File: config.mk
export PLATFORM = sky130hd
export DESIGN_NAME = ext_irq_pin_noise_filter
export DESIGN_NICKNAME = d
export VERILOG_FILES = /design/src/include/irq_filter_pkg.sv /design/src/hw/ext_irq_pin_noise_filter.sv /design/src/hw/analog_delay_filter.sv /design/src/hw/digital_sample_filter.sv
export SDC_FILE = /design/constraint.sdc
export NUM_CORES = 1
export LEC_CHECK = 0
export BUFFER_PORTS_ARGS = -buffer_cell sky130_fd_sc_hd__buf_2
export CORE_ASPECT_RATIO = 1.1
export CORE_MARGIN = 2
export CORE_UTILIZATION = 40
export CTS_BUF_LIST = sky130_fd_sc_hd__clkbuf_4 sky130_fd_sc_hd__clkbuf_8 sky130_fd_sc_hd__clkbuf_16
export CTS_CLUSTER_SIZE = 20
export DETAILED_ROUTE_END_ITERATION = 10
export PLACE_DENSITY = 0.7
export SLEW_MARGIN = 10
export SYNTH_ARGS = -nofsm -noshare
export SYNTH_HDL_FRONTEND = slang
export SYNTH_SLANG_ARGS = --single-unit
File: constraint.sdc
create_clock -name clk_i -period 5.85 [get_ports clk_i]
set_input_delay 0.2925 -clock clk_i [delete_from_list [all_inputs] [get_ports clk_i]]
set_output_delay 0.2925 -clock clk_i [all_outputs]
set_load 0.1 [all_outputs]
File: src/include/irq_filter_pkg.sv
package irq_filter_pkg;

    // ------------------------------------------------------------
    // Timing
    // ------------------------------------------------------------
    localparam int CLK_PERIOD_NS = 40;
    // Persistence time standing in for the analog delay element.
    localparam int ANALOG_HOLD_NS = 200;
    localparam int ANALOG_HOLD_CYC =
        (ANALOG_HOLD_NS + CLK_PERIOD_NS - 1) / CLK_PERIOD_NS;

    // ------------------------------------------------------------
    // Register map
    // ------------------------------------------------------------
    localparam int ADDR_W = 8;
    localparam int DATA_W = 32;
    localparam int STRB_W = 4;
    localparam logic [7:0] NOISE_CTRL_OFS = 8'h00;
    localparam logic [7:0] EDGE_RISE_OFS = 8'h04;
    localparam logic [7:0] EDGE_FALL_OFS = 8'h08;
    localparam logic [7:0] LEVEL_STAT_OFS = 8'h0c;
    localparam logic [7:0] NOISE_CTRL_RST = 8'h00;
    localparam logic [7:0] NOISE_CTRL_WMASK = 8'hc7;
    localparam logic [8:0] EDGE_SEL_RST = 9'h000;

    // ------------------------------------------------------------
    // Pins and prescaler
    // ------------------------------------------------------------
    localparam int NUM_MASKABLE = 8;
    localparam int NUM_PINS = NUM_MASKABLE + 1;
    localparam int NMI_IDX = 0;
    localparam int SEL_PIN = 3;
    localparam int PRESC_W = 10;

    typedef enum logic [2:0] {
        CLK_DIV64 = 3'b000,
        CLK_DIV128 = 3'b001,
        CLK_DIV256 = 3'b010,
        CLK_DIV512 = 3'b011,
        CLK_DIV1024 = 3'b100,
        CLK_SUB = 3'b101
    } samp_clk_type;

    typedef struct packed {
        logic filter_type_select;
        logic sample_count_select;
        logic [2:0] reserved;
        logic [2:0] sampling_clock_select;
    } noise_ctrl_type;

    typedef struct packed {
        logic sel;
        logic enable;
        logic write;
        logic [ADDR_W-1:0] addr;
        logic [DATA_W-1:0] wdata;
        logic [STRB_W-1:0] strb;
    } apb_req_type;

endpackage

File: src/hw/ext_irq_pin_noise_filter.sv
`timescale 1ns/100ps
// Notes on behaviour
// - Nonmaskable pin passes an analog delay; level must persist first.
// - Nonmaskable pin still wakes the device from deepest stop.
// - With system clock stopped, only the analog delay qualifies it.
// - Other maskable pins use the analog delay filter.
// - Filter type bit: 0 analog, 1 digital for the selectable pin.
// - Sample count bit: 0 needs three equal samples, 1 needs two.
// - Clock select 000..100 gives divide 64..1024; 101 the sub clock.
// - Divided sampling clocks halt in idle and stop.
// - With sub clock, digital filtering keeps running in standby.
// - Control register takes byte and single-bit accesses.
// - Reset clears the control register to zero.
// - Pulses shorter than (M-1) sample periods are always rejected.
// - Pulses between (M-1) and M periods may pass, phase dependent.
// - Pulses of at least M sample periods always pass.
// - Filtered levels feed per-pin rising/falling/both/none detectors.
module ext_irq_pin_noise_filter
    import irq_filter_pkg::*;
#(
    parameter int HOLD_CYC = ANALOG_HOLD_CYC
)
(
    // Clock and reset
    input wire logic clk_i,
    input wire logic resetn_i,
    // APB slave
    input wire logic psel_i,
    input wire logic penable_i,
    input wire logic pwrite_i,
    input wire logic [ADDR_W-1:0] paddr_i,
    input wire logic [DATA_W-1:0] pwdata_i,
    input wire logic [STRB_W-1:0] pstrb_i,
    output logic [DATA_W-1:0] prdata_o,
    output logic pready_o,
    output logic pslverr_o,
    // Interrupt pins and power state
    input wire logic nmi_pin_i,
    input wire logic [NUM_MASKABLE-1:0] maskable_irq_pins_i,
    input wire logic sub_clock_i,
    input wire logic standby_i,
    // Towards the interrupt controller
    output logic [NUM_PINS-1:0] filtered_level_o,
    output logic [NUM_PINS-1:0] edge_o
);

    // ------------------------------------------------------------
    // Functions
    // ------------------------------------------------------------
    function automatic logic edge_hit(input logic prev, input logic cur,
                                      input logic rise, input logic fall);
        edge_hit = (rise && !prev && cur) || (fall && prev && !cur);
    endfunction

    function automatic logic [PRESC_W-1:0] div_mask(input logic [2:0] code);
        logic [2:0] shift;
        shift = 3'(CLK_DIV1024 - code);
        div_mask = {PRESC_W{1'b1}} >> shift;
    endfunction

    // ------------------------------------------------------------
    // Bus request decode
    // ------------------------------------------------------------
    apb_req_type req;
    logic setup_ph;
    logic access_ph;
    logic hit_ctrl;
    logic hit_rise;
    logic hit_fall;
    logic hit_stat;
    logic addr_hit;
    logic wr_en;
    logic wr_lane0;
    logic wr_lane1;

    assign req = '{sel: psel_i, enable: penable_i, write: pwrite_i,
                   addr: paddr_i, wdata: pwdata_i, strb: pstrb_i};
    assign setup_ph = req.sel && !req.enable;
    assign access_ph = req.sel && req.enable;
    assign hit_ctrl = req.addr == NOISE_CTRL_OFS;
    assign hit_rise = req.addr == EDGE_RISE_OFS;
    assign hit_fall = req.addr == EDGE_FALL_OFS;
    assign hit_stat = req.addr == LEVEL_STAT_OFS;
    assign addr_hit = hit_ctrl || hit_rise || hit_fall || hit_stat;
    assign wr_en = access_ph && req.write && addr_hit;
    // Byte lanes let software change the low byte alone; the core's
    // bit-set and bit-clear operations arrive as read-modify-write bytes.
    assign wr_lane0 = wr_en && req.strb[0];
    assign wr_lane1 = wr_en && req.strb[1];

    // ------------------------------------------------------------
    // Registers
    // ------------------------------------------------------------
    noise_ctrl_type ctrl_q;
    noise_ctrl_type ctrl_d;
    logic [NUM_PINS-1:0] rise_sel_q;
    logic [NUM_PINS-1:0] rise_sel_d;
    logic [NUM_PINS-1:0] fall_sel_q;
    logic [NUM_PINS-1:0] fall_sel_d;
    logic [NUM_PINS-1:0] wr_pins;
    logic [NUM_PINS-1:0] wmask_pins;

    assign wr_pins = pwdata_i[NUM_PINS-1:0];
    assign wmask_pins = {wr_lane1, {(NUM_PINS-1){wr_lane0}}};

    assign ctrl_d = (wr_lane0 && hit_ctrl)
        ? noise_ctrl_type'(pwdata_i[7:0] & NOISE_CTRL_WMASK)
        : ctrl_q;
    assign rise_sel_d = hit_rise
        ? (rise_sel_q & ~wmask_pins) | (wr_pins & wmask_pins)
        : rise_sel_q;
    assign fall_sel_d = hit_fall
        ? (fall_sel_q & ~wmask_pins) | (wr_pins & wmask_pins)
        : fall_sel_q;

    always_ff @(posedge clk_i or negedge resetn_i)
    begin
        if (!resetn_i)
        begin
            ctrl_q <= noise_ctrl_type'(NOISE_CTRL_RST);
            rise_sel_q <= EDGE_SEL_RST;
            fall_sel_q <= EDGE_SEL_RST;
        end
        else
        begin
            ctrl_q <= ctrl_d;
            rise_sel_q <= rise_sel_d;
            fall_sel_q <= fall_sel_d;
        end
    end

    // ------------------------------------------------------------
    // Read path
    // ------------------------------------------------------------
    logic [DATA_W-1:0] rdata_q;
    logic [DATA_W-1:0] rdata_d;
    logic [DATA_W-1:0] rd_mux;
    logic [NUM_PINS-1:0] level_q;

    // Read data is captured in the setup cycle so that the access cycle
    // can complete at once with a registered value on the bus.
    always_comb
    begin
        rd_mux = '0;
        if (hit_ctrl)
        begin
            rd_mux = DATA_W'(ctrl_q);
        end
        else if (hit_rise)
        begin
            rd_mux = DATA_W'(rise_sel_q);
        end
        else if (hit_fall)
        begin
            rd_mux = DATA_W'(fall_sel_q);
        end
        else if (hit_stat)
        begin
            rd_mux = DATA_W'(level_q);
        end
    end

    assign rdata_d = (setup_ph && !req.write) ? rd_mux : rdata_q;

    always_ff @(posedge clk_i or negedge resetn_i)
    begin
        if (!resetn_i)
        begin
            rdata_q <= '0;
        end
        else
        begin
            rdata_q <= rdata_d;
        end
    end

    assign prdata_o = rdata_q;
    assign pready_o = 1'b1;
    assign pslverr_o = access_ph && !addr_hit;

    // ------------------------------------------------------------
    // Sampling clock
    // ------------------------------------------------------------
    logic [PRESC_W-1:0] presc_q;
    logic [PRESC_W-1:0] presc_d;
    logic sub_prev_q;
    logic sub_rise;
    logic div_tick;
    logic sample_tick;
    samp_clk_type clk_sel;

    assign clk_sel = samp_clk_type'(ctrl_q.sampling_clock_select);
    // The prescaler freezes in standby, as the system clock would.
    assign presc_d = standby_i ? presc_q : presc_q + 1'b1;
    assign div_tick = !standby_i &&
        ((presc_q & div_mask(clk_sel)) == div_mask(clk_sel));
    assign sub_rise = sub_clock_i && !sub_prev_q;

    always_comb
    begin
        case (clk_sel)
            CLK_DIV64,
            CLK_DIV128,
            CLK_DIV256,
            CLK_DIV512,
            CLK_DIV1024: sample_tick = div_tick;
            CLK_SUB: sample_tick = sub_rise;
            // Prohibited codes simply stop sampling.
            default: sample_tick = 1'b0;
        endcase
    end

    always_ff @(posedge clk_i or negedge resetn_i)
    begin
        if (!resetn_i)
        begin
            presc_q <= '0;
            sub_prev_q <= 1'b0;
        end
        else
        begin
            presc_q <= presc_d;
            sub_prev_q <= sub_clock_i;
        end
    end

    // ------------------------------------------------------------
    // Noise filters
    // ------------------------------------------------------------
    logic [NUM_PINS-1:0] raw_pins;
    logic [NUM_PINS-1:0] analog_lvl;
    logic digital_lvl;
    logic [NUM_PINS-1:0] filt_lvl;

    assign raw_pins = {maskable_irq_pins_i, nmi_pin_i};

    for (genvar g = 0; g < NUM_PINS; g++)
    begin : g_analog
        analog_delay_filter #(
            .HOLD_CYC(HOLD_CYC)
        ) u_analog (
            .clk_i(clk_i),
            .resetn_i(resetn_i),
            .pin_i(raw_pins[g]),
            .bypass_i(standby_i),
            .level_o(analog_lvl[g])
        );
    end

    digital_sample_filter u_digital (
        .clk_i(clk_i),
        .resetn_i(resetn_i),
        .pin_i(maskable_irq_pins_i[SEL_PIN]),
        .tick_i(sample_tick),
        .two_samples_i(ctrl_q.sample_count_select),
        .level_o(digital_lvl)
    );

    always_comb
    begin
        filt_lvl = analog_lvl;
        if (ctrl_q.filter_type_select)
        begin
            filt_lvl[SEL_PIN + 1] = digital_lvl;
        end
    end

    // ------------------------------------------------------------
    // Edge detection
    // ------------------------------------------------------------
    logic [NUM_PINS-1:0] edge_q;
    logic [NUM_PINS-1:0] edge_d;

    always_comb
    begin
        for (int i = 0; i < NUM_PINS; i++)
        begin
            edge_d[i] = edge_hit(level_q[i], filt_lvl[i],
                                 rise_sel_q[i], fall_sel_q[i]);
        end
    end

    always_ff @(posedge clk_i or negedge resetn_i)
    begin
        if (!resetn_i)
        begin
            level_q <= '0;
            edge_q <= '0;
        end
        else
        begin
            level_q <= filt_lvl;
            edge_q <= edge_d;
        end
    end

    assign filtered_level_o = level_q;
    assign edge_o = edge_q;

    // ------------------------------------------------------------
    // Checks
    // ------------------------------------------------------------
    AST_RSV_ZERO: assert property (@(posedge clk_i) disable iff (!resetn_i)
        $changed(ctrl_q) |-> ctrl_q.reserved == 3'b000)
        else $error("Reserved control bits became set.");

    AST_STRB_GATE: assert property (@(posedge clk_i) disable iff (!resetn_i)
        access_ph && req.write && hit_ctrl && !req.strb[0] |=>
            $stable(ctrl_q))
        else $error("Control changed on a write without its byte lane.");

    AST_DIV_HALT: assert property (@(posedge clk_i) disable iff (!resetn_i)
        standby_i && clk_sel != CLK_SUB |-> !sample_tick)
        else $error("Divided sampling clock ticked in standby.");

    AST_SUB_RUN: assert property (@(posedge clk_i) disable iff (!resetn_i)
        clk_sel == CLK_SUB && sub_clock_i && !sub_prev_q |->
            sample_tick)
        else $error("Sub clock edge did not produce a sample.");

    AST_DIV64_GAP: assert property (@(posedge clk_i) disable iff (!resetn_i)
        sample_tick && clk_sel == CLK_DIV64 && $stable(clk_sel) |=>
            (!sample_tick || clk_sel == CLK_SUB) [*8])
        else $error("Divide-by-64 sampling ticked too early.");

    AST_ANALOG_SEL: assert property (@(posedge clk_i) disable iff (!resetn_i)
        !ctrl_q.filter_type_select |->
            filt_lvl[SEL_PIN + 1] == analog_lvl[SEL_PIN + 1])
        else $error("Selectable pin left the analog path.");

    AST_NO_EDGE: assert property (@(posedge clk_i) disable iff (!resetn_i)
        !rise_sel_q[NMI_IDX] && !fall_sel_q[NMI_IDX] |=>
            !edge_q[NMI_IDX])
        else $error("Edge reported with detection disabled.");

    AST_RISE_EDGE: assert property (@(posedge clk_i) disable iff (!resetn_i)
        rise_sel_q[NMI_IDX] && !level_q[NMI_IDX] && filt_lvl[NMI_IDX] |=>
            edge_q[NMI_IDX] && level_q[NMI_IDX])
        else $error("Rising edge on the filtered level was missed.");

    AST_WAKE_PATH: assert property (@(posedge clk_i) disable iff (!resetn_i)
        standby_i |-> analog_lvl[NMI_IDX] == nmi_pin_i)
        else $error("Nonmaskable pin not passed through in stop.");

endmodule

File: src/hw/analog_delay_filter.sv
`timescale 1ns/100ps
module analog_delay_filter
    import irq_filter_pkg::*;
#(
    parameter int HOLD_CYC = ANALOG_HOLD_CYC
)
(
    // Clock and reset
    input wire logic clk_i,
    input wire logic resetn_i,
    // Pin side
    input wire logic pin_i,
    input wire logic bypass_i,
    // Filtered level
    output logic level_o
);

    localparam int CNT_W = $clog2(HOLD_CYC + 1);
    localparam logic [CNT_W-1:0] CNT_LAST = CNT_W'(HOLD_CYC - 1);

    logic level_q;
    logic [CNT_W-1:0] cnt_q;
    logic [CNT_W-1:0] cnt_d;
    logic differs;
    logic settled;

    assign differs = pin_i != level_q;
    assign settled = differs && (cnt_q == CNT_LAST);
    assign cnt_d = differs ? cnt_q + 1'b1 : '0;

    always_ff @(posedge clk_i or negedge resetn_i)
    begin
        if (!resetn_i)
        begin
            level_q <= 1'b0;
            cnt_q <= '0;
        end
        else if (bypass_i || settled)
        begin
            level_q <= pin_i;
            cnt_q <= '0;
        end
        else
        begin
            cnt_q <= cnt_d;
        end
    end

    // While the system clock is halted the delay element alone qualifies
    // the pin, so the level bypasses the clocked counter.
    assign level_o = bypass_i ? pin_i : level_q;

    AST_ANA_HOLD: assert property (@(posedge clk_i) disable iff (!resetn_i)
        $changed(level_q) && !$past(bypass_i) |->
            $past(cnt_q) == CNT_LAST)
        else $error("Analog level changed before the hold time.");

endmodule

File: src/hw/digital_sample_filter.sv
`timescale 1ns/100ps
module digital_sample_filter
    import irq_filter_pkg::*;
(
    // Clock and reset
    input wire logic clk_i,
    input wire logic resetn_i,
    // Pin and sampling control
    input wire logic pin_i,
    input wire logic tick_i,
    input wire logic two_samples_i,
    // Filtered level
    output logic level_o
);

    logic sync1_q;
    logic sync2_q;
    logic [1:0] hist_q;
    logic level_q;
    logic match2;
    logic match3;
    logic accept;

    assign match2 = sync2_q == hist_q[0];
    assign match3 = match2 && (sync2_q == hist_q[1]);
    assign accept = tick_i && (two_samples_i ? match2 : match3);

    always_ff @(posedge clk_i or negedge resetn_i)
    begin
        if (!resetn_i)
        begin
            sync1_q <= 1'b0;
            sync2_q <= 1'b0;
            hist_q <= '0;
            level_q <= 1'b0;
        end
        else
        begin
            sync1_q <= pin_i;
            sync2_q <= sync1_q;
            if (tick_i)
            begin
                hist_q <= {hist_q[0], sync2_q};
            end
            if (accept)
            begin
                level_q <= sync2_q;
            end
        end
    end

    assign level_o = level_q;

    AST_DIG_TWO: assert property (@(posedge clk_i) disable iff (!resetn_i)
        $changed(level_q) |->
            $past(tick_i) && $past(hist_q[0]) == level_q)
        else $error("Digital level changed without two equal samples.");

    AST_DIG_THREE: assert property (@(posedge clk_i) disable iff (!resetn_i)
        $changed(level_q) && !$past(two_samples_i) |->
            $past(hist_q[1]) == level_q)
        else $error("Digital level changed without three equal samples.");

endmodule

==> results.py <==
metrics = {
    "worst_setup_path": {
        "cp_cell_sequence": "inv_1 > ha_1 > ha_1 > and2_0 > or4_4 > a21oi_2 > mux2_1",
        "worst_setup_path_start_kind": "flip-flop",
        "worstSetupPathType": "flip-flop to flip-flop",
        "cp.depth": 7,
        "slowest_delay_ns": 0.57,
        "worst-path-max-fanout": 8,
        "worstRegToRegCells": 7,
        "cpMostUsedCell": "ha_1",
        "crit_path_end_kind": "flip-flop",
        "cp_data_arrival_time_ns": 2.71,
        "slowest_stage": "or4_4",
        "critPathBufInv": 1,
        "path_delay_family": "simple AND/OR/NAND/NOR gates",
        "worstPathRequired_ns": 6.07,
    },
    "placed_design": {
        "post-dp-hpwl_microns": 7210,
        "place_congestion": 0.752,
        "place_ws_ns": 3.37,
        "place_area_sq_um": 5490,
        "port_buffers": 62,
        "place_inst": 661,
    },
    "timing": {
        "tns_ns": 0,
        "max_freq_ghz": 0.403,
        "finClkSkew_ns": 0.00878,
        "period_minus_slack_ns": 2.48,
        "hold_violations": 0,
        "min_period_over_period_pct": 42.4,
        "relSlewSlack_pct": 49.7,
        "finalMaxSlewViolations": 0,
        "setup_viol": 0,
        "setup_slack_ns": 3.37,
        "rsz0062_at_grt": "no",
        "worst_pin_slew_ns": 0.754,
        "whs_ns": 0.00647,
    },
    "power": {
        "p_leak_nw": 2.90,
        "ir_worst_vdd_uv": 243,
        "power.density_nw_per_um2": 310,
        "power.total_mw": 1.81,
    },
    "run_status": {
        "outcome": "completed",
    },
    "worst_hold_path": {
        "hold_path_class": "input port to async pin",
    },
    "layout": {
        "final_common_cell": "dfrtp_1",
        "fin_area_sq_um": 5840,
        "fin_cells": 679,
        "layout_common_cells": "dfrtp_1 (102), buf_2 (61), nand2_1 (34)",
        "final_util_pct": 46.6,
        "areaGrowthSynthToFinish_pct": 14.3,
        "nets": 602,
        "drive_gt1_share_pct": 20.8,
    },
    "routing": {
        "ant_nets": 0,
        "vias_per_cell": 5.05,
        "drc": 0,
        "vias": 3430,
        "wl_microns": 9950,
        "drt_pass1_iterations": 4,
        "wl_per_cell_microns": 14.7,
        "drtIter0Drc": 133,
    },
    "cts": {
        "postCtsSetupBuffers": 0,
        "cts_sinks": 102,
        "cts_tree": "built",
        "insertion_delay_ns": 0.35,
        "ctsHoldBuffers": 0,
        "cts_root_buffer": "clkbuf_16",
        "htreeDepth": 3,
        "clk_pin_slew_ns": 0.07,
        "cts_resized": 0,
        "clockBufferDepth": 2,
        "numCtsBuffers": 9,
    },
    "logic_synthesis": {
        "synthArstFlopShare_pct": 100,
        "ys_seq_elements": 102,
        "synth_area_sq_um": 5110,
        "syn-instance-count": 453,
        "yosysSeqAreaShare_pct": 50.0,
        "avgSynthCellArea_sq_um": 11.3,
        "yosysWarningCount": 0,
        "ys_types": 46,
        "synth_edf_count": 0,
        "synth-main-ff-cell": "dfrtp_1",
    },
    "global_routing": {
        "grt_pass1_wl_microns": 16300,
        "grt_overflow_total": 0,
        "grt_max_degree": 59,
        "antenna_found_initial": 1,
        "grt_pass1_vias": 3414,
        "grt_use_total_pct": 15.1,
    },
    "floorplanning": {
        "core_sq_um": 12500,
        "initial_utilization_pct": 40.8,
        "die_area_sq_um": 13700,
        "rows": 43,
        "dieWidth_microns": 112,
        "ios": 112,
        "die_h_microns": 123,
    },
    "run": {
        "maxCapViolations": 0,
    },
}
==> metal layers <==
| metal | track usage [%] | wire (microns) | up-vias |
|---|---|---|---|
| li1 | - | - | 1645 |
| met1 | 17.8 | 4270 | 1708 |
| met2 | 26.9 | 5090 | 67 |
| met3 | 3.95 | 466 | 10 |
| met4 | 5.32 | 128 | 0 |
| met5 | 0 | 0 | - |
==> worst reg2reg max path: stages, from the launching register on <==
cell and delay (ns):
dfrtp_1 0.49, inv_1 0.13, ha_1 0.23, ha_1 0.31, and2_0 0.14, or4_4 0.57
a21oi_2 0.17, mux2_1 0.32
==> cell usage after synthesis (8+ instances only) <==
library cell  instances  area [sq um]
nand3_1              10          50.1
mux2_2               20           225
nand2_1              34           128
o22ai_1               8          50.1
a21oi_1              11          55.1
mux2_1               31           349
dfrtp_1             102          2550
nor2_1               23          86.3
nor3_1               11          55.1
buf_4                24           180
ha_1                 27           338
o21ai_1              13          65.1
mux2i_1              14           140
inv_1                25          93.8
and3_1               19           119
xnor2_1              17           149
==> where the power goes <==
group	internal, mW	leakage, nW	switching, mW
Combinational	0.0920	1.37	0.220
Sequential	0.757	1.35	0.0500
Clock	0.435	0.174	0.259
==> cells by family after synthesis <==
family / after synthesis / synth area share (%)
mux: 65 / 14.0
simple gates: 127 / 13.3
xor+xnor: 18 / 3.09
compound gates: 53 / 6.73
flops: 102 / 50.0
fa+ha+maj: 27 / 6.61
buf+inv: 59 / 6.19
other cells: 2 / 0.147
==> layout make-up <==
class                           instances  area [sq um]
Clock buffer                           11           246
Tap cell                              157           196
Timing Repair Buffer                   63           320
Inverter                               25          93.8
Multi-Input combinational cell        314          2320
Clock inverter                          5           104
Antenna cell                            2          5.00
Sequential cell                       102          2550
Fill cell                            1136          6690
==> worst paths after layout <==
| check | start | end | slack [ns] |
|---|---|---|---|
| setup / recovery | clk_sel[1] | u_digital.level_o | 3.37 |
| hold / removal | resetn_i | g_analog[2].u_analog.cnt_q[0] | 0.006 |
| setup reg to reg | clk_sel[1] | u_digital.level_o | 3.37 |
| hold reg to reg | u_digital.sync1_q | u_digital.sync2_q | 0.35 |
| max in group asynchronous | resetn_i | edge_o[0] | 4.78 |
| min in group clk_i | sub_clock_i | sub_prev_q | 0.08 |
(Power assumes the default switching activity.)
